<file path="src/core/twc_pkg.sv">
// twc_pkg: constants and types shared by the three way compare unit
// assumes: included before every core file that imports it
package twc_pkg;

    // operation select, one code per compare family
    typedef enum logic [1:0]
    {
        OP_INT   = 2'h0,
        OP_ZONE  = 2'h1,
        OP_FLOAT = 2'h2
    } twc_op_t;

    // positions of the three result bits relative to the destination
    localparam int RES_FIRST  = 0;
    localparam int RES_MIDDLE = 1;
    localparam int RES_THIRD  = 2;
    localparam int RES_SPAN   = 3;

    // operand widths of the integer and zone compares
    localparam int NARROW_W = 16;
    localparam int WIDE_W   = 32;

    // single precision layout
    localparam int FP_SIGN    = 31;
    localparam int FP_EXP_MSB = 30;
    localparam int FP_EXP_LSB = 23;
    localparam logic [7:0] FP_EXP_ALL = 8'hff;

    // error codes loaded into the error code word
    localparam logic [15:0] ERR_RANGE   = 16'h2003;
    localparam logic [15:0] ERR_FLOAT   = 16'h2013;
    localparam logic [15:0] ERR_COUNTER = 16'h2001;

    // reset values
    localparam logic [2:0]  RES_RST  = 3'h0;
    localparam logic [15:0] CODE_RST = 16'h0000;

    // default destination width and last valid destination bit index
    localparam int DEST_W_DEF    = 16;
    localparam int DEST_LAST_DEF = 16'hffff;

endpackage

</file>
<file path="src/core/twc_compare_unit.sv">
// twc_compare_unit: integer, zone and float compare with three result bits
// assumes: the sequencer holds operands, op and flags stable with I_EN,
// and writes O_WR_BITS into its bit store at O_WR_DEST on O_WR.
`timescale 1ns/10ps
module twc_compare_unit
    import twc_pkg::*;
#(
    parameter int DEST_W    = DEST_W_DEF,
    parameter int DEST_LAST = DEST_LAST_DEF
)
(
    input  wire logic              I_CLK,
    input  wire logic              I_RST_B,
    input  wire logic              I_EN,
    input  wire logic [1:0]        I_OP,
    input  wire logic              I_WIDE,
    input  wire logic              I_PULSE,
    input  wire logic              I_COUNTER_OPERAND,
    input  wire logic [31:0]       I_OPA,
    input  wire logic [31:0]       I_OPB,
    input  wire logic [31:0]       I_TEST,
    input  wire logic [DEST_W-1:0] I_DEST,
    input  wire logic              I_ERR_CLR,
    output logic                   O_WR,
    output logic [DEST_W-1:0]      O_WR_DEST,
    output logic [2:0]             O_WR_BITS,
    output logic                   O_DONE,
    output logic                   O_ERR_FLAG,
    output logic [15:0]            O_ERR_CODE
);

    // refuse widths and limits the range check cannot serve
    generate
        if (DEST_W < 2 || DEST_W > 31)
        begin : g_bad_width
            $error("twc_compare_unit: DEST_W must be 2..31");
        end
        if (DEST_LAST < RES_SPAN - 1 || DEST_LAST >= (1 << DEST_W))
        begin : g_bad_last
            $error("twc_compare_unit: DEST_LAST out of range");
        end
    endgenerate

    // complete state of the unit
    typedef struct packed
    {
        logic              en_prev;
        logic              wr;
        logic [DEST_W-1:0] wr_dest;
        logic [2:0]        bits;
        logic              done;
        logic              err_flag;
        logic [15:0]       err_code;
    } twc_state_t;

    localparam logic [DEST_W:0] DEST_LAST_X = (DEST_W+1)'(DEST_LAST);
    localparam logic [DEST_W:0] SPAN_TOP    = (DEST_W+1)'(RES_SPAN - 1);
    // operand words that pass the width stage: one, two and the test value
    localparam int              N_OPND      = 3;

    twc_state_t st_ff;
    twc_state_t nxt_st;

    logic signed [31:0] int_a;
    logic signed [31:0] int_b;
    logic signed [31:0] int_t;
    logic signed [31:0] zone_lo;
    logic signed [31:0] zone_hi;
    logic               fp_gt;
    logic               fp_eq;
    logic               fp_lt;
    logic               fp_bad;
    logic               fire;
    logic               range_bad;
    logic               counter_bad;
    logic [DEST_W:0]    dest_top;
    logic [2:0]         int_bits;
    logic [2:0]         zone_bits;
    logic [2:0]         fp_bits;
    logic               op_ok;
    logic               refuse;
    logic        [31:0] op_raw [N_OPND];
    logic signed [31:0] op_ext [N_OPND];

    // float ordering, always on full 32-bit words
    twc_float_order u_float_order
    (
        .i_opa (I_OPA),
        .i_opb (I_OPB),
        .o_gt  (fp_gt),
        .o_eq  (fp_eq),
        .o_lt  (fp_lt),
        .o_bad (fp_bad)
    );

    // operand words in a fixed order for the width stage
    assign op_raw[0] = I_OPA;
    assign op_raw[1] = I_OPB;
    assign op_raw[2] = I_TEST;

    // operand width: narrow form sign-extends the low half of each word
    generate
        for (genvar g = 0; g < N_OPND; g++)
        begin : g_width
            assign op_ext[g] = I_WIDE
                             ? op_raw[g]
                             : {{(WIDE_W-NARROW_W){op_raw[g][NARROW_W-1]}},
                                op_raw[g][NARROW_W-1:0]};
        end
    endgenerate

    // named views of the extended operands
    assign int_a = op_ext[0];
    assign int_b = op_ext[1];
    assign int_t = op_ext[2];

    // signed two-operand compare
    always_comb
    begin
        int_bits = 3'h0;
        if (int_a > int_b)
            int_bits[RES_FIRST] = 1'b1;
        else if (int_a < int_b)
            int_bits[RES_THIRD] = 1'b1;
        else
            int_bits[RES_MIDDLE] = 1'b1;
    end

    // zone bounds, swapped when handed over reversed
    always_comb
    begin
        if (int_a > int_b)
        begin
            zone_lo = int_b;
            zone_hi = int_a;
        end
        else
        begin
            zone_lo = int_a;
            zone_hi = int_b;
        end
    end

    // zone classification of the test value
    always_comb
    begin
        zone_bits = 3'h0;
        if (int_t < zone_lo)
            zone_bits[RES_FIRST] = 1'b1;
        else if (int_t > zone_hi)
            zone_bits[RES_THIRD] = 1'b1;
        else
            zone_bits[RES_MIDDLE] = 1'b1;
    end

    // float outcome in the same bit order as the integer compare
    always_comb
    begin
        fp_bits = 3'h0;
        fp_bits[RES_FIRST]  = fp_gt;
        fp_bits[RES_MIDDLE] = fp_eq;
        fp_bits[RES_THIRD]  = fp_lt;
    end

    // request qualification: level form or rising edge in pulse form;
    // edge memory samples the enable every cycle, whatever the op code
    assign fire = op_ok
                & (I_PULSE ? (I_EN & ~st_ff.en_prev) : I_EN);

    // highest bit the write would touch, one bit wider to avoid wrap
    assign dest_top  = {1'b0, I_DEST} + SPAN_TOP;
    assign range_bad = (dest_top > DEST_LAST_X);

    // a counter operand needs the wide form; float has no counter case
    assign counter_bad = I_COUNTER_OPERAND & ~I_WIDE
                       & (I_OP != OP_FLOAT);

    // only the three defined codes are taken; code 3 never sets an error
    always_comb
    begin
        case (I_OP)
            OP_INT,
            OP_ZONE,
            OP_FLOAT:
            begin
                op_ok = 1'b1;
            end
            default:
            begin
                op_ok = 1'b0;
            end
        endcase
    end

    // any refusal of a request; the same term guards the error clear
    assign refuse = range_bad | counter_bad
                  | ((I_OP == OP_FLOAT) & fp_bad);

    // next state: evaluate, refuse, or hold
    always_comb
    begin
        nxt_st         = st_ff;
        nxt_st.en_prev = I_EN;
        nxt_st.wr      = 1'b0;
        nxt_st.done    = 1'b0;
        // enable low: nothing evaluated, result bits keep their value
        if (fire)
        begin
            nxt_st.done = 1'b1;
            if (range_bad)
            begin
                nxt_st.err_flag = 1'b1;
                nxt_st.err_code = ERR_RANGE;
            end
            else if (counter_bad)
            begin
                nxt_st.err_flag = 1'b1;
                nxt_st.err_code = ERR_COUNTER;
            end
            else
            begin
                case (I_OP)
                    OP_INT:
                    begin
                        nxt_st.wr      = 1'b1;
                        nxt_st.wr_dest = I_DEST;
                        nxt_st.bits    = int_bits;
                    end
                    OP_ZONE:
                    begin
                        nxt_st.wr      = 1'b1;
                        nxt_st.wr_dest = I_DEST;
                        nxt_st.bits    = zone_bits;
                    end
                    OP_FLOAT:
                    begin
                        if (fp_bad)
                        begin
                            nxt_st.err_flag = 1'b1;
                            nxt_st.err_code = ERR_FLOAT;
                        end
                        else
                        begin
                            nxt_st.wr      = 1'b1;
                            nxt_st.wr_dest = I_DEST;
                            nxt_st.bits    = fp_bits;
                        end
                    end
                    default:
                    begin
                        nxt_st.done = 1'b0;     // unknown op ignored
                    end
                endcase
            end
        end
        // clear from the sequencer loses against a new error
        if (I_ERR_CLR && !(fire && refuse))
        begin
            nxt_st.err_flag = 1'b0;
        end
    end

    // state register
    always_ff @(posedge I_CLK or negedge I_RST_B)
    begin
        if (!I_RST_B)
        begin
            st_ff.en_prev  <= 1'b0;
            st_ff.wr       <= 1'b0;
            st_ff.wr_dest  <= '0;
            st_ff.bits     <= RES_RST;
            st_ff.done     <= 1'b0;
            st_ff.err_flag <= 1'b0;
            st_ff.err_code <= CODE_RST;
        end
        else
        begin
            st_ff <= nxt_st;
        end
    end

    // outputs straight from the state register
    assign O_WR       = st_ff.wr;
    assign O_WR_DEST  = st_ff.wr_dest;
    assign O_WR_BITS  = st_ff.bits;
    assign O_DONE     = st_ff.done;
    assign O_ERR_FLAG = st_ff.err_flag;
    assign O_ERR_CODE = st_ff.err_code;

endmodule

</file>
<file path="src/core/twc_float_order.sv">
// twc_float_order: orders two single precision values, pure logic
// assumes: operands are stable for the cycle in which they are sampled
`timescale 1ns/10ps
module twc_float_order
    import twc_pkg::*;
(
    input  wire logic [31:0] i_opa,
    input  wire logic [31:0] i_opb,
    output logic             o_gt,
    output logic             o_eq,
    output logic             o_lt,
    output logic             o_bad
);

    logic [31:0] key_a;
    logic [31:0] key_b;
    logic        zero_a;
    logic        zero_b;

    // both zeros fold onto one key so that +0 equals -0
    assign zero_a = (i_opa[FP_SIGN-1:0] == 31'h0);
    assign zero_b = (i_opb[FP_SIGN-1:0] == 31'h0);

    // map to an unsigned sortable key: negatives inverted, positives offset
    always_comb
    begin
        if (zero_a)
            key_a = 32'h80000000;
        else if (i_opa[FP_SIGN])
            key_a = ~i_opa;
        else
            key_a = i_opa ^ 32'h80000000;
        if (zero_b)
            key_b = 32'h80000000;
        else if (i_opb[FP_SIGN])
            key_b = ~i_opb;
        else
            key_b = i_opb ^ 32'h80000000;
    end

    // outcome, always exactly one of three; bad when either exponent is all ones (not a number or infinity)
    assign o_gt  = (key_a > key_b);
    assign o_eq  = (key_a == key_b);
    assign o_lt  = (key_a < key_b);
    assign o_bad = (i_opa[FP_EXP_MSB:FP_EXP_LSB] == FP_EXP_ALL)
                 | (i_opb[FP_EXP_MSB:FP_EXP_LSB] == FP_EXP_ALL);

endmodule

</file>
<file path="config.mk">
export PLATFORM = sky130hd
export DESIGN_NAME = twc_compare_unit
export DESIGN_NICKNAME = d
export VERILOG_FILES = /design/src/core/twc_pkg.sv /design/src/core/twc_compare_unit.sv /design/src/core/twc_float_order.sv
export SDC_FILE = /design/constraint.sdc
export NUM_CORES = 1
export LEC_CHECK = 0
export ABC_AREA = 1
export BUFFER_PORTS_ARGS = -buffer_cell sky130_fd_sc_hd__clkbuf_2
export CAP_MARGIN = 40
export CORE_ASPECT_RATIO = 2
export CORE_MARGIN = 8
export CORE_UTILIZATION = 57
export CTS_CLUSTER_DIAMETER = 200
export DETAILED_ROUTE_END_ITERATION = 7
export PLACE_DENSITY = 0.92
export SLEW_MARGIN = 20
export SYNTH_ARGS = -nofsm -noshare
export SYNTH_HDL_FRONTEND = slang
export SYNTH_SLANG_ARGS = --single-unit
</file>
<file path="constraint.sdc">
create_clock -name I_CLK -period 1.4 [get_ports I_CLK]
set_clock_uncertainty 0.1 [all_clocks]
set_input_delay 0.28 -clock I_CLK [delete_from_list [all_inputs] [get_ports I_CLK]]
set_output_delay 0.28 -clock I_CLK [all_outputs]
set_load 0.01 [all_outputs]
</file>
==> run summary, run 1 <==
Root Driver - clkbuf_16
syn avg cell area - 5.99 µm²
Starting Density - 57.5%
sequential share of the synthesized area - 9.78%
pre-CTS setup slack - -3.52 ns
largest family of logic cells by synthesized area - simple AND/OR/NAND/NOR gates
Die H - 169 µm
mux contribution to synthesized area - 0%
Synth area leader - ha_1
Longest Clk Path Bufs - 2
post-DP HPWL - 22200 µm
FFs w/ async S/R, synth - 100%
Clock Sinks - 26
Failed at - 5_1_grt
Cells after DPL - 1590
cell row count - 56
synth top area cells - ha_1, nand2_1, o21ai_0
clock buffer count from CTS - 3
xor/xnor share of the synthesized area - 1.45%
GRT overflow - 329
mapped cell area - 0.00665 mm²
top-area cell type share of the netlist area - 24.3%
Post-Synthesis Cells - 1111
status - stopped before the end
post-synth cell types - 47
post-GRT worst EP - O_WR_BITS[1]$_DFFE_PN0P_/D
Post-synth top flop - dfrtp_1
port bufs - 146
worst-path endpoint category - register input
Die X - 92.4 µm
Post-Synth Simple-Gate Area - 30.2%
# H-tree levels - 1
#FFs+latches synth - 26
placed cell area - 0.00927 mm²
Yosys Warn Count - 0
Run Error - [ERROR GRT-0232] Routing congestion too high. Check the congestion heatmap in the GUI.
GR Util All Layers - 81.4%
Synth Area in Adders - 24.3%
maximum number of pins on one net before global-route repair - 33
GPL Wtd Cong - 1.01
io pins - 159
Synth Area in Compound Gates - 21.2%
Post-synth EDFFs - 0
cells by family after synthesis:
logic type | after synthesis
flip-flops | 26
AND/OR/NAND/NOR | 481
AO/OA/AOI/OAI | 268
other | 1
adder cells (fa/ha/maj) | 129
buffers and inverters | 195
XOR/XNOR | 11
Yosys cell counts (2+ instances only):
library cell and number:
inv_1 115, buf_4 35, nand3b_1 2, xnor2_1 2, a21oi_1 109, nor2_1 80
clkbuf_1 38, nand2_2 5, a211oi_1 4, o21ai_0 132, nand3_1 19, inv_2 2
o21a_1 2, nor3_1 6, buf_1 4, o21ai_1 5, xor2_1 9, nand2_1 318
nand4_1 16, dfrtp_1 26, nand3_2 2, ha_1 129, nor4_1 26, a21o_1 2
stage by stage:
stage,TNS [ns],hold WS (ns)
2_1_floorplan,-19.88,-0.116
3_3_place_gp,-27.47,0.133
3_5_place_dp,-30.56,0.139
4_1_cts,-20.75,0.0608
routing by layer:
| layer | GRT overflow | GRT usage (%) |
|---|---|---|
| met1 | 6 | 77.9 |
| met2 | 242 | 100 |
| met3 | 2 | 64.6 |
| met4 | 79 | 87.5 |
| met5 | 0 | 18.3 |
repair_timing:
item	CTS
gates cloned	5
pin swaps	62
hold buffers	1
hold endpoints to repair	26
buffers inserted	36
gates resized for setup	163
endpoints found under the setup margin	24
==> run 2: changes to the inputs <==
--- a/config.mk
+++ b/config.mk
@@ -8,12 +8,10 @@
 export ABC_AREA = 1
 export BUFFER_PORTS_ARGS = -buffer_cell sky130_fd_sc_hd__clkbuf_2
 export CAP_MARGIN = 40
-export CORE_ASPECT_RATIO = 2
 export CORE_MARGIN = 8
-export CORE_UTILIZATION = 57
-export CTS_CLUSTER_DIAMETER = 200
+export CORE_UTILIZATION = 40
 export DETAILED_ROUTE_END_ITERATION = 7
-export PLACE_DENSITY = 0.92
+export PLACE_DENSITY_LB_ADDON = 0.15
 export SLEW_MARGIN = 20
 export SYNTH_ARGS = -nofsm -noshare
 export SYNTH_HDL_FRONTEND = slang
==> run 2 against run 1 <==
- the flow now finishes, with violations (setup timing)
- synthesized cell count stayed put
- area after synthesis stayed put
==> run summary, run 2 <==
FFs w/ async S/R, synth - 100% (unchanged)
GR Util All Layers - 23.1%
Top delay family on crit path - buffers and inverters
first-pass GRT wire length - 41400 µm
Yosys Warn Count - 0 (unchanged)
Clk Latency, worst-skew pair - 0.26 ns
Critical Path Source Type - input pin
Worst Path Arrival - 4.39 ns
min Tclk post-route - 4.30 ns
die area - 0.0210 mm²
Die X - 145 µm (+57%)
mapped cell area - 0.00665 mm² (unchanged)
vias in the first global route - 8695
Area Growth Syn to Fin - 63.7%
Clock Pin Slew Worst Setup and Hold Paths - 0.07 ns
Layout Nets - 1770
max reg flops - 16
Critical Path End - O_WR_BITS[2]$_DFFE_PN0P_
syn avg cell area - 5.99 µm² (unchanged)
Post-synth EDFFs - 0 (unchanged)
Hold WC Path Type - input pin to flip-flop
crit-path max cell delay - 0.26 ns
pwr/cell area - 705 mW/mm²
layout cell share with drive strength beyond 1 - 40.0%
Reg2Reg Depth - 6
post-DP HPWL - 19800 µm (-11%)
cell row count - 47 (-16%)
Final Cycle Share - 307%
R2R setup slack - -0.12 ns
Critical-path top delay cell - ha_1
Worst setup EP type - flip-flop
Critical Path Fanout Max - 7
port bufs - 146 (unchanged)
DR vias/cell - 5.03
wire length per cell - 15.1 µm
Longest Clk Path Bufs - 2 (unchanged)
Synth area leader - ha_1
core area - 0.0164 mm²
max_slew headroom - 62.3%
FF-to-FF Start - st_ff[38]$_DFF_PN0_
max_cap viols - 0
crit-path most repeated cell - nand2_1
placed cell area - 0.00951 mm² (+2.6%)
initial antenna violation count - 0
commonest non-fill, non-tap cells in the layout - buf_4, nand2_1, clkbuf_2, ha_1, inv_1
Starting DRT DRC Count - 408
Post-route DRC - 0
top-area cell type share of the netlist area - 24.3% (unchanged)
failing checks - setup timing
maximum number of pins on one net before global-route repair - 33
status - finished with violations
Final Max Slew Viols - 0
antenna cells - 0
Leak Pwr - 0.00599 µW
Storage cell area - 651 µm²
measured slew at the worst slew-check pin - 0.561 ns
Commonest cells post-synth - nand2_1, o21ai_0, ha_1
fmax - 232 MHz
hold_ws - 0.0463 ns
sequential share of the synthesized area - 9.78% (unchanged)
Post-synth top flop - dfrtp_1
Setup CP Type - input pin to flip-flop
CP Depth - 34
final setup fails - 24
Worst Hold Depth - 1
GRT overflow - 0
Final WS setup - -2.90 ns
DR vias - 8745
Die H - 145 µm (-14%)
final wirelength - 26300 µm
synth top area cells - ha_1, nand2_1, o21ai_0
Multi-input gate area - 0.00583 mm²
# H-tree levels - 1 (unchanged)
Worst Setup SP - I_OPB[15]
io pins - 159 (unchanged)
CP Buf/Inv Count - 11
antenna-violating nets left - 0
Fill cells - 1444
RSZ-0062 raised after global routing - true
Post-Synthesis Cells - 1111 (unchanged)
first-pass iteration count of the detailed router - 7
finished layout cell area - 0.0109 mm²
worst vdd ir - 0.000397 V
Starting Density - 40.5% (-17 points)
Clock Sinks - 26 (unchanged)
reg-to-reg endpoint - O_WR_BITS[2]$_DFFE_PN0P_
TritonCTS clock tree - done
most common cell after layout, fill and taps aside - buf_4
Critical Path RT - 1.49 ns
count leader, synth - nand2_1
post-synth cell types - 47 (unchanged)
Layout Utilization - 66.3%
clock buffer count from CTS - 3 (unchanged)
GPL Wtd Cong - 0.891 (-11%)
Root Driver - clkbuf_16
Final Hold Fails - 0
#FFs+latches synth - 26 (unchanged)
run 2: cell counts after synthesis:
No cell type changed its count.
run 2: layout make-up:
class                   instances  share of cell area (%)
flip-flops and latches         26                    5.98
repair buffers                469                    32.9
clock inverters                 1                   0.276
multi-input cells             903                    53.6
well taps                     220                    2.53
clock buffers                   3                   0.690
inverters                     117                    4.08
run 2: cells by family (layout without fill, tap and decap cells):
family	Yosys count	in the layout	share of synthesized area, %
DFF	26	26	9.78
adders and majority gates	129	129	24.3
other	1	12	0.0564
buffers and inverters	195	590	13.0
and+or+nand+nor	481	483	30.2
AOI/OAI and AO/OA	268	268	21.2
xor gates and xnor gates	11	11	1.45
run 2: power breakdown:
part | total (µW) | switching (µW) | internal (µW) | leakage [µW]
clock network | 834 | 264 | 569 | 0.0000511
registers | 976 | 101 | 875 | 0.000320
logic | 5860 | 2990 | 2870 | 0.00562
run 2: routing by layer:
| metal | vias to the layer above | track usage (%) | share of wire [%] |
|---|---|---|---|
| li1 | 4515 | - | - |
| met5 | - | 0 | 0 |
| met4 | 0 | 5.94 | 2.5 |
| met3 | 43 | 2.49 | 4.2 |
| met2 | 243 | 42.3 | 50 |
| met1 | 3944 | 28.0 | 43 |
run 2: what timing repair did:
action | 4_1_cts | 5_1_grt
cloned | 10 | 1
setup endpoints to repair | 24 | 24
gates resized for setup | 99 | 102
setup buffers | 31 | 10
pin swaps | 40 | 49
hold buffers | 1 | 0
endpoints found under the hold margin | 26 | 0
run 2: worst min-delay path by stage:
stage	start	end	slack, ns
after floorplan	I_RST_B	O_DONE$_DFF_PN0_	-0.12
after global placement	I_RST_B	O_WR_DEST[0]$_DFFE_PN0P_	0.19
after detailed placement	I_RST_B	O_WR_DEST[0]$_DFFE_PN0P_	0.19
after CTS	I_EN	st_ff[38]$_DFF_PN0_	0.05
after global routing	I_EN	st_ff[38]$_DFF_PN0_	0.04
final	I_EN	st_ff[38]$_DFF_PN0_	0.05
run 2: stage by stage:
stage	TNS, ns	instances	setup WS [ns]	power, µW
after floorplan	-19.88	1122	-2.80	3810
after global placement	-29.42	1685	-3.19	5410
after detailed placement	-33.30	1685	-3.35	5500
after CTS	-21.31	1731	-2.81	7220
after global routing	-25.40	1739	-3.18	8330
final	-22.97	1739	-2.90	7670
Power figures use the tool's default switching activity.
==> run 3: changes to the inputs <==
--- a/config.mk
+++ b/config.mk
@@ -8,6 +8,7 @@
 export ABC_AREA = 1
 export BUFFER_PORTS_ARGS = -buffer_cell sky130_fd_sc_hd__clkbuf_2
 export CAP_MARGIN = 40
+export CORE_ASPECT_RATIO = 1.2
 export CORE_MARGIN = 8
 export CORE_UTILIZATION = 40
 export DETAILED_ROUTE_END_ITERATION = 7
==> run 3 against run 2 <==
- the flow still finishes with violations (setup timing)
- largest cell class unchanged
- global-route usage increased by 0.45 points
- via count up 0.31%
- core utilization about the same
- total power down 1.4%
- sequential cell count unchanged
==> run summary, run 3 (synthesis results as in run 2) <==
status - finished with violations
failing checks - setup timing
Final Power - 7560 µW (-1.4%)
Post-route DRC - 0 (unchanged)
Worst Hold Depth - 1 (unchanged)
crit-path max cell delay - 0.34 ns (+0.08 ns)
DR vias/cell - 5.10 (+1.5%)
Critical-path top delay cell - nor4_2
GRT overflow - 0 (unchanged)
Clock Pin Slew Worst Setup and Hold Paths - 0.07 ns (about the same)
die area - 0.0210 mm² (about the same)
first-pass iteration count of the detailed router - 5 (-2)
# H-tree levels - 1 (unchanged)
Critical Path Fanout Max - 14 (+7)
GR Util All Layers - 23.6% (+0.45 points)
wire length per cell - 15.4 µm (+2.0%)
maximum number of pins on one net before global-route repair - 33 (unchanged)
post-DP HPWL - 19900 µm (+0.58%)
final wirelength - 26500 µm (+0.87%)
Hold WC Path Type - input pin to flip-flop
Fill cells - 1470 (+1.8%)
cell row count - 51 (+8.5%)
GPL Wtd Cong - 0.917 (+2.9%)
reg-to-reg endpoint - O_WR_DEST[12]$_DFFE_PN0P_
Final Hold Fails - 0 (unchanged)
CP Buf/Inv Count - 8 (-3)
Storage cell area - 651 µm² (unchanged)
Worst Path Arrival - 4.36 ns (-0.03 ns)
layout cell share with drive strength beyond 1 - 40.5% (+0.58 points)
most common cell after layout, fill and taps aside - buf_4
Clk Latency, worst-skew pair - 0.26 ns (about the same)
worst vdd ir - 0.000419 V (+5.7%)
TritonCTS clock tree - done
Starting Density - 40.9% (+0.34 points)
Final WS setup - -2.90 ns (+0.00491 ns)
Critical Path Source Type - input pin
Longest Clk Path Bufs - 2 (unchanged)
Starting DRT DRC Count - 525 (+29%)
Final Max Slew Viols - 0 (unchanged)
Final Cycle Share - 307% (-0.35 points)
Top delay family on crit path - simple AND/OR/NAND/NOR gates
Root Driver - clkbuf_16
Die H - 157 µm (+8.5%)
initial antenna violation count - 0 (unchanged)
Reg2Reg Depth - 8 (+2)
Critical Path RT - 1.46 ns (-0.03 ns)
io pins - 159 (unchanged)
RSZ-0062 raised after global routing - true
R2R setup slack - -0.24 ns (-0.12 ns)
Area Growth Syn to Fin - 62.2%
Multi-input gate area - 0.00591 mm² (+1.3%)
vias in the first global route - 8703 (+0.092%)
Layout Utilization - 66.3% (about the same)
crit-path most repeated cell - nand2_1
commonest non-fill, non-tap cells in the layout - buf_4, nand2_1, clkbuf_2, ha_1, inv_1
Setup CP Type - input pin to flip-flop
core area - 0.0163 mm² (-0.82%)
clock buffer count from CTS - 3 (unchanged)
DR vias - 8772 (+0.31%)
final setup fails - 24 (unchanged)
first-pass GRT wire length - 41200 µm (-0.55%)
fmax - 233 MHz (+0.11%)
Leak Pwr - 0.00585 µW (-2.3%)
min Tclk post-route - 4.30 ns (-0.00491 ns)
Min-Delay Startpoint - I_EN
Worst setup EP type - flip-flop
FF-to-FF Start - st_ff[38]$_DFF_PN0_
Layout Nets - 1758 (-0.68%)
antenna-violating nets left - 0 (unchanged)
max reg flops - 16 (unchanged)
port bufs - 146 (unchanged)
antenna cells - 0 (unchanged)
worst hold endpoint - st_ff[38]$_DFF_PN0_
Die X - 134 µm (-7.8%)
max_cap viols - 0 (unchanged)
Clock Sinks - 26 (unchanged)
pwr/cell area - 701 mW/mm² (-0.53%)
run 3: worst register-to-register path: stages, from the launching register on:
cell     delay, ns
dfrtp_1       0.37
nand2_1       0.05
nand3_1       0.11
a21oi_1       0.36
nand2_8       0.14
buf_6         0.17
buf_16        0.13
nand2_2       0.04
o21ai_1       0.06
run 3: metal layers:
metal	global-route usage, %	wire [µm]
met1	27.3	10900
met2	44.4	13700
met3	2.55	1190
met4	6.70	689
met5	0	0
run 3: how the worst max path moves through the flow:
stage / from / end / slack (ns) / cells past startpoint
6_report: I_WIDE / O_WR_BITS[1]$_DFFE_PN0P_ / -2.90 / 33
5_1_grt: I_WIDE / O_WR_BITS[2]$_DFFE_PN0P_ / -3.16 / 32
4_1_cts: I_WIDE / O_WR_BITS[2]$_DFFE_PN0P_ / -2.81 / 33
3_5_place_dp: I_WIDE / O_WR_BITS[1]$_DFFE_PN0P_ / -3.25 / 31
3_3_place_gp: I_WIDE / O_WR_BITS[2]$_DFFE_PN0P_ / -3.15 / 32
2_1_floorplan: I_WIDE / O_WR_BITS[2]$_DFFE_PN0P_ / -2.80 / 30
run 3: area by class of cell:
type | instances | share of cell area [%]
multi-input combinational | 901 | 54.8
sequential | 26 | 6.03
clock inverter | 1 | 0.278
tap | 212 | 2.46
inverter | 117 | 4.19
clock buffer | 3 | 0.696
timing repair buffer | 459 | 31.6
run 3: where the power goes:
group / internal, µW / total, µW / switching, µW / leakage, µW
registers: 874 / 968 / 93.6 / 0.000320
logic: 2750 / 5760 / 3020 / 0.00548
clock network: 569 / 829 / 260 / 0.0000511
total: 4190 / 7560 / 3370 / 0.00585
run 3: stage by stage:
| stage | cells | cell area [µm²] | TNS [ns] | setup slack (ns) | hold slack (ns) |
|---|---|---|---|---|---|
| global placement | 1671 | 9450 | -29.86 | -3.15 | 0.0944 |
| detailed placement | 1671 | 9450 | -29.81 | -3.25 | 0.0957 |
| global route | 1719 | 10800 | -27.96 | -3.16 | 0.0400 |
| finish | 1719 | 10800 | -24.96 | -2.90 | 0.0433 |
| CTS | 1706 | 10300 | -21.83 | -2.81 | 0.0411 |
| floorplan | 1122 | 6900 | -19.88 | -2.80 | -0.116 |
run 3: what timing repair did:
| action | 4_1_cts | 5_1_grt |
|---|---|---|
| setup endpoints to repair | 24 | 24 |
| gates cloned | 8 | 0 |
| gates resized for setup | 109 | 118 |
| hold endpoints to repair | 12 | 0 |
| hold buffers | 1 | 0 |
| setup buffers | 22 | 17 |
| pin swaps | 36 | 69 |
==> run 4: changes to the inputs <==
--- a/config.mk
+++ b/config.mk
@@ -12,6 +12,7 @@
 export CORE_MARGIN = 8
 export CORE_UTILIZATION = 40
 export DETAILED_ROUTE_END_ITERATION = 7
+export HOLD_SLACK_MARGIN = 0.1
 export PLACE_DENSITY_LB_ADDON = 0.15
 export SLEW_MARGIN = 20
 export SYNTH_ARGS = -nofsm -noshare
==> run 4 against run 3 <==
- the run still ends with setup timing left
- final cell count up 0.12%
- cell area increased by 0.24%
- core utilization rose by 0.16 points
- critical path depth unchanged
- clock power is essentially flat
- clock-buffer cell count unchanged
- total power hardly changed
- sequential cell count unchanged
- worst setup slack lost 0.0052 ns
- combinational power barely moved
- wire length down 0.20%
- first-iteration DRC count decreased by 7.8%
- critical path type unchanged
- largest power group unchanged
==> run summary, run 4 (synthesis results as in run 2) <==
most common cell after layout, fill and taps aside - buf_4
wire length per cell - 15.4 µm (-0.32%)
RSZ-0062 raised after global routing - true
initial antenna violation count - 0 (unchanged)
Root Driver - clkbuf_16
post-DP HPWL - 19900 µm (unchanged)
wire length on met3 - 1200 µm (+0.67%)
pwr/cell area - 699 mW/mm² (-0.21%)
GRT overflow - 0 (unchanged)
port bufs - 146 (unchanged)
total negative setup slack - -24.64 ns (+0.318 ns)
cell row count - 51 (unchanged)
Starting Density - 40.9% (unchanged)
commonest non-fill, non-tap cells in the layout - buf_4, nand2_1, clkbuf_2, ha_1, inv_1
Die X - 134 µm (unchanged)
Worst setup EP type - flip-flop
die area - 0.0210 mm² (unchanged)
Clk Latency, worst-skew pair - 0.26 ns (about the same)
pre-CTS setup slack - -3.25 ns (unchanged)
Worst Hold Depth - 3 (+2)
Final Cycle Share - 307% (+0.37 points)
worst vdd ir - 0.000463 V (+11%)
final setup fails - 24 (unchanged)
Storage cell area - 651 µm² (unchanged)
antenna-violating nets left - 0 (unchanged)
Clock Pin Slew Worst Setup and Hold Paths - 0.07 ns (about the same)
first-pass iteration count of the detailed router - 6 (+1)
Critical-path top delay cell - nor4_2
fmax - 232 MHz (-0.12%)
Setup CP Type - input pin to flip-flop
core area - 0.0163 mm² (unchanged)
Leak Pwr - 0.00586 µW (+0.14%)
Layout Nets - 1760 (+0.11%)
Final Max Slew Viols - 0 (unchanged)
Die H - 157 µm (unchanged)
Starting DRT DRC Count - 484 (-7.8%)
Longest Clk Path Bufs - 2 (unchanged)
metal2 WL - 13700 µm (+0.10%)
highest metal used - met4
DR vias/cell - 5.11 (about the same)
DR vias - 8789 (+0.19%)
Critical Path Source Type - input pin
GPL Wtd Cong - 0.917 (unchanged)
Fill cells - 1463 (-0.48%)
vias in the first global route - 8697 (-0.069%)
Critical Path RT - 1.46 ns (about the same)
GR Util All Layers - 23.6% (+0.047 points)
min Tclk post-route - 4.30 ns (+0.00524 ns)
status - finished with violations
failing checks - setup timing
Clock Sinks - 26 (unchanged)
Critical Path Fanout Max - 14 (unchanged)
crit-path most repeated cell - nand2_1
crit-path max cell delay - 0.34 ns (about the same)
Final Hold Fails - 0 (unchanged)
maximum number of pins on one net before global-route repair - 33 (unchanged)
Hold WC Path Type - input pin to flip-flop
final wirelength - 26500 µm (-0.20%)
Post-route DRC - 0 (unchanged)
first-pass GRT wire length - 41200 µm (+0.17%)
Multi-input gate area - 0.00592 mm² (+0.11%)
io pins - 159 (unchanged)
max_cap viols - 0 (unchanged)
antenna cells - 0 (unchanged)
Area Growth Syn to Fin - 62.6%
WL met1 - 10900 µm (-0.49%)
# H-tree levels - 1 (unchanged)
Final WS setup - -2.90 ns (-0.00524 ns)
Reg2Reg Depth - 8 (unchanged)
clock buffer count from CTS - 3 (unchanged)
hold_ws - 0.175 ns (+0.132 ns)
layout cell share with drive strength beyond 1 - 40.6% (about the same)
Worst Path Arrival - 4.36 ns (about the same)
max reg flops - 16 (unchanged)
TritonCTS clock tree - done
[run 4: cell types whose count changed in the layout (fill, tap and decap cells not counted)]
| cell | change |
|---|---|
| dlygate4sd3_1 | +2 |
| nor4_2 | +1 |
| nor4_1 | -1 |
[run 4: metal layers]
layer | global-route usage [%] | vias up
met5 | 0 | -
met3 | 2.55 | 48
li1 | - | 4499
met1 | 27.3 | 3987
met2 | 44.6 | 255
met4 | 6.59 | 0
[run 4: worst max-delay path, delay by kind of cell]
| family | cells | cell delay [ns] |
|---|---|---|
| adders and majority gates | 2 | 0.57 |
| xor gates and xnor gates | 1 | 0.10 |
| and+or+nand+nor | 16 | 1.60 |
| AOI/OAI and AO/OA | 6 | 0.88 |
| buffers and inverters | 8 | 0.92 |
[run 4: final timing paths]
check / from / endpoint / slack [ns]
min in group asynchronous: I_RST_B / O_WR_DEST[12]$_DFFE_PN0P_ / 0.36
setup reg to reg: st_ff[38]$_DFF_PN0_ / O_WR_DEST[12]$_DFFE_PN0P_ / -0.26
hold reg to reg: O_ERR_CODE[0]$_DFFE_PN0P_ / O_ERR_CODE[0]$_DFFE_PN0P_ / 0.38
max in group asynchronous: I_RST_B / O_WR_DEST[14]$_DFFE_PN0P_ / 0.43
hold / removal: I_DEST[2] / O_WR_DEST[2]$_DFFE_PN0P_ / 0.18
setup / recovery: I_WIDE / O_WR_BITS[1]$_DFFE_PN0P_ / -2.90
[run 4: what timing repair did]
| action | in CTS | in global routing |
|---|---|---|
| hold buffers | 3 | 0 |
| pin swaps | 36 | 69 |
| setup endpoints to repair | 24 | 24 |
| gates cloned | 8 | 0 |
| setup buffers | 22 | 17 |
| endpoints found under the hold margin | 15 | 0 |
| resized for setup | 109 | 119 |
[run 4: layout make-up]
type | instances | share of cell area (%)
repair buffers | 461 | 31.7
clock buffers | 3 | 0.694
inverters | 117 | 4.18
multi-input cells | 901 | 54.7
clock inverters | 1 | 0.278
well taps | 212 | 2.45
flip-flops and latches | 26 | 6.02
[run 4: report_power, final]
part,internal [µW],total (µW),switching [µW]
sequential,874,969,94.8
clock,569,832,263
combinational,2750,5760,3010
total,4190,7560,3370
[run 4: through the flow]
| step | total power [µW] | instances | util, % | cell area [µm²] |
|---|---|---|---|---|
| 2_1_floorplan | 3810 | 1122 | - | 6900 |
| 3_3_place_gp | 5460 | 1671 | 58.1 | 9450 |
| 3_5_place_dp | 5550 | 1671 | 58.1 | 9450 |
| 4_1_cts | 7010 | 1708 | 63.3 | 10300 |
| 5_1_grt | 8270 | 1721 | 66.5 | 10800 |
| 6_report | 7560 | 1721 | 66.5 | 10800 |
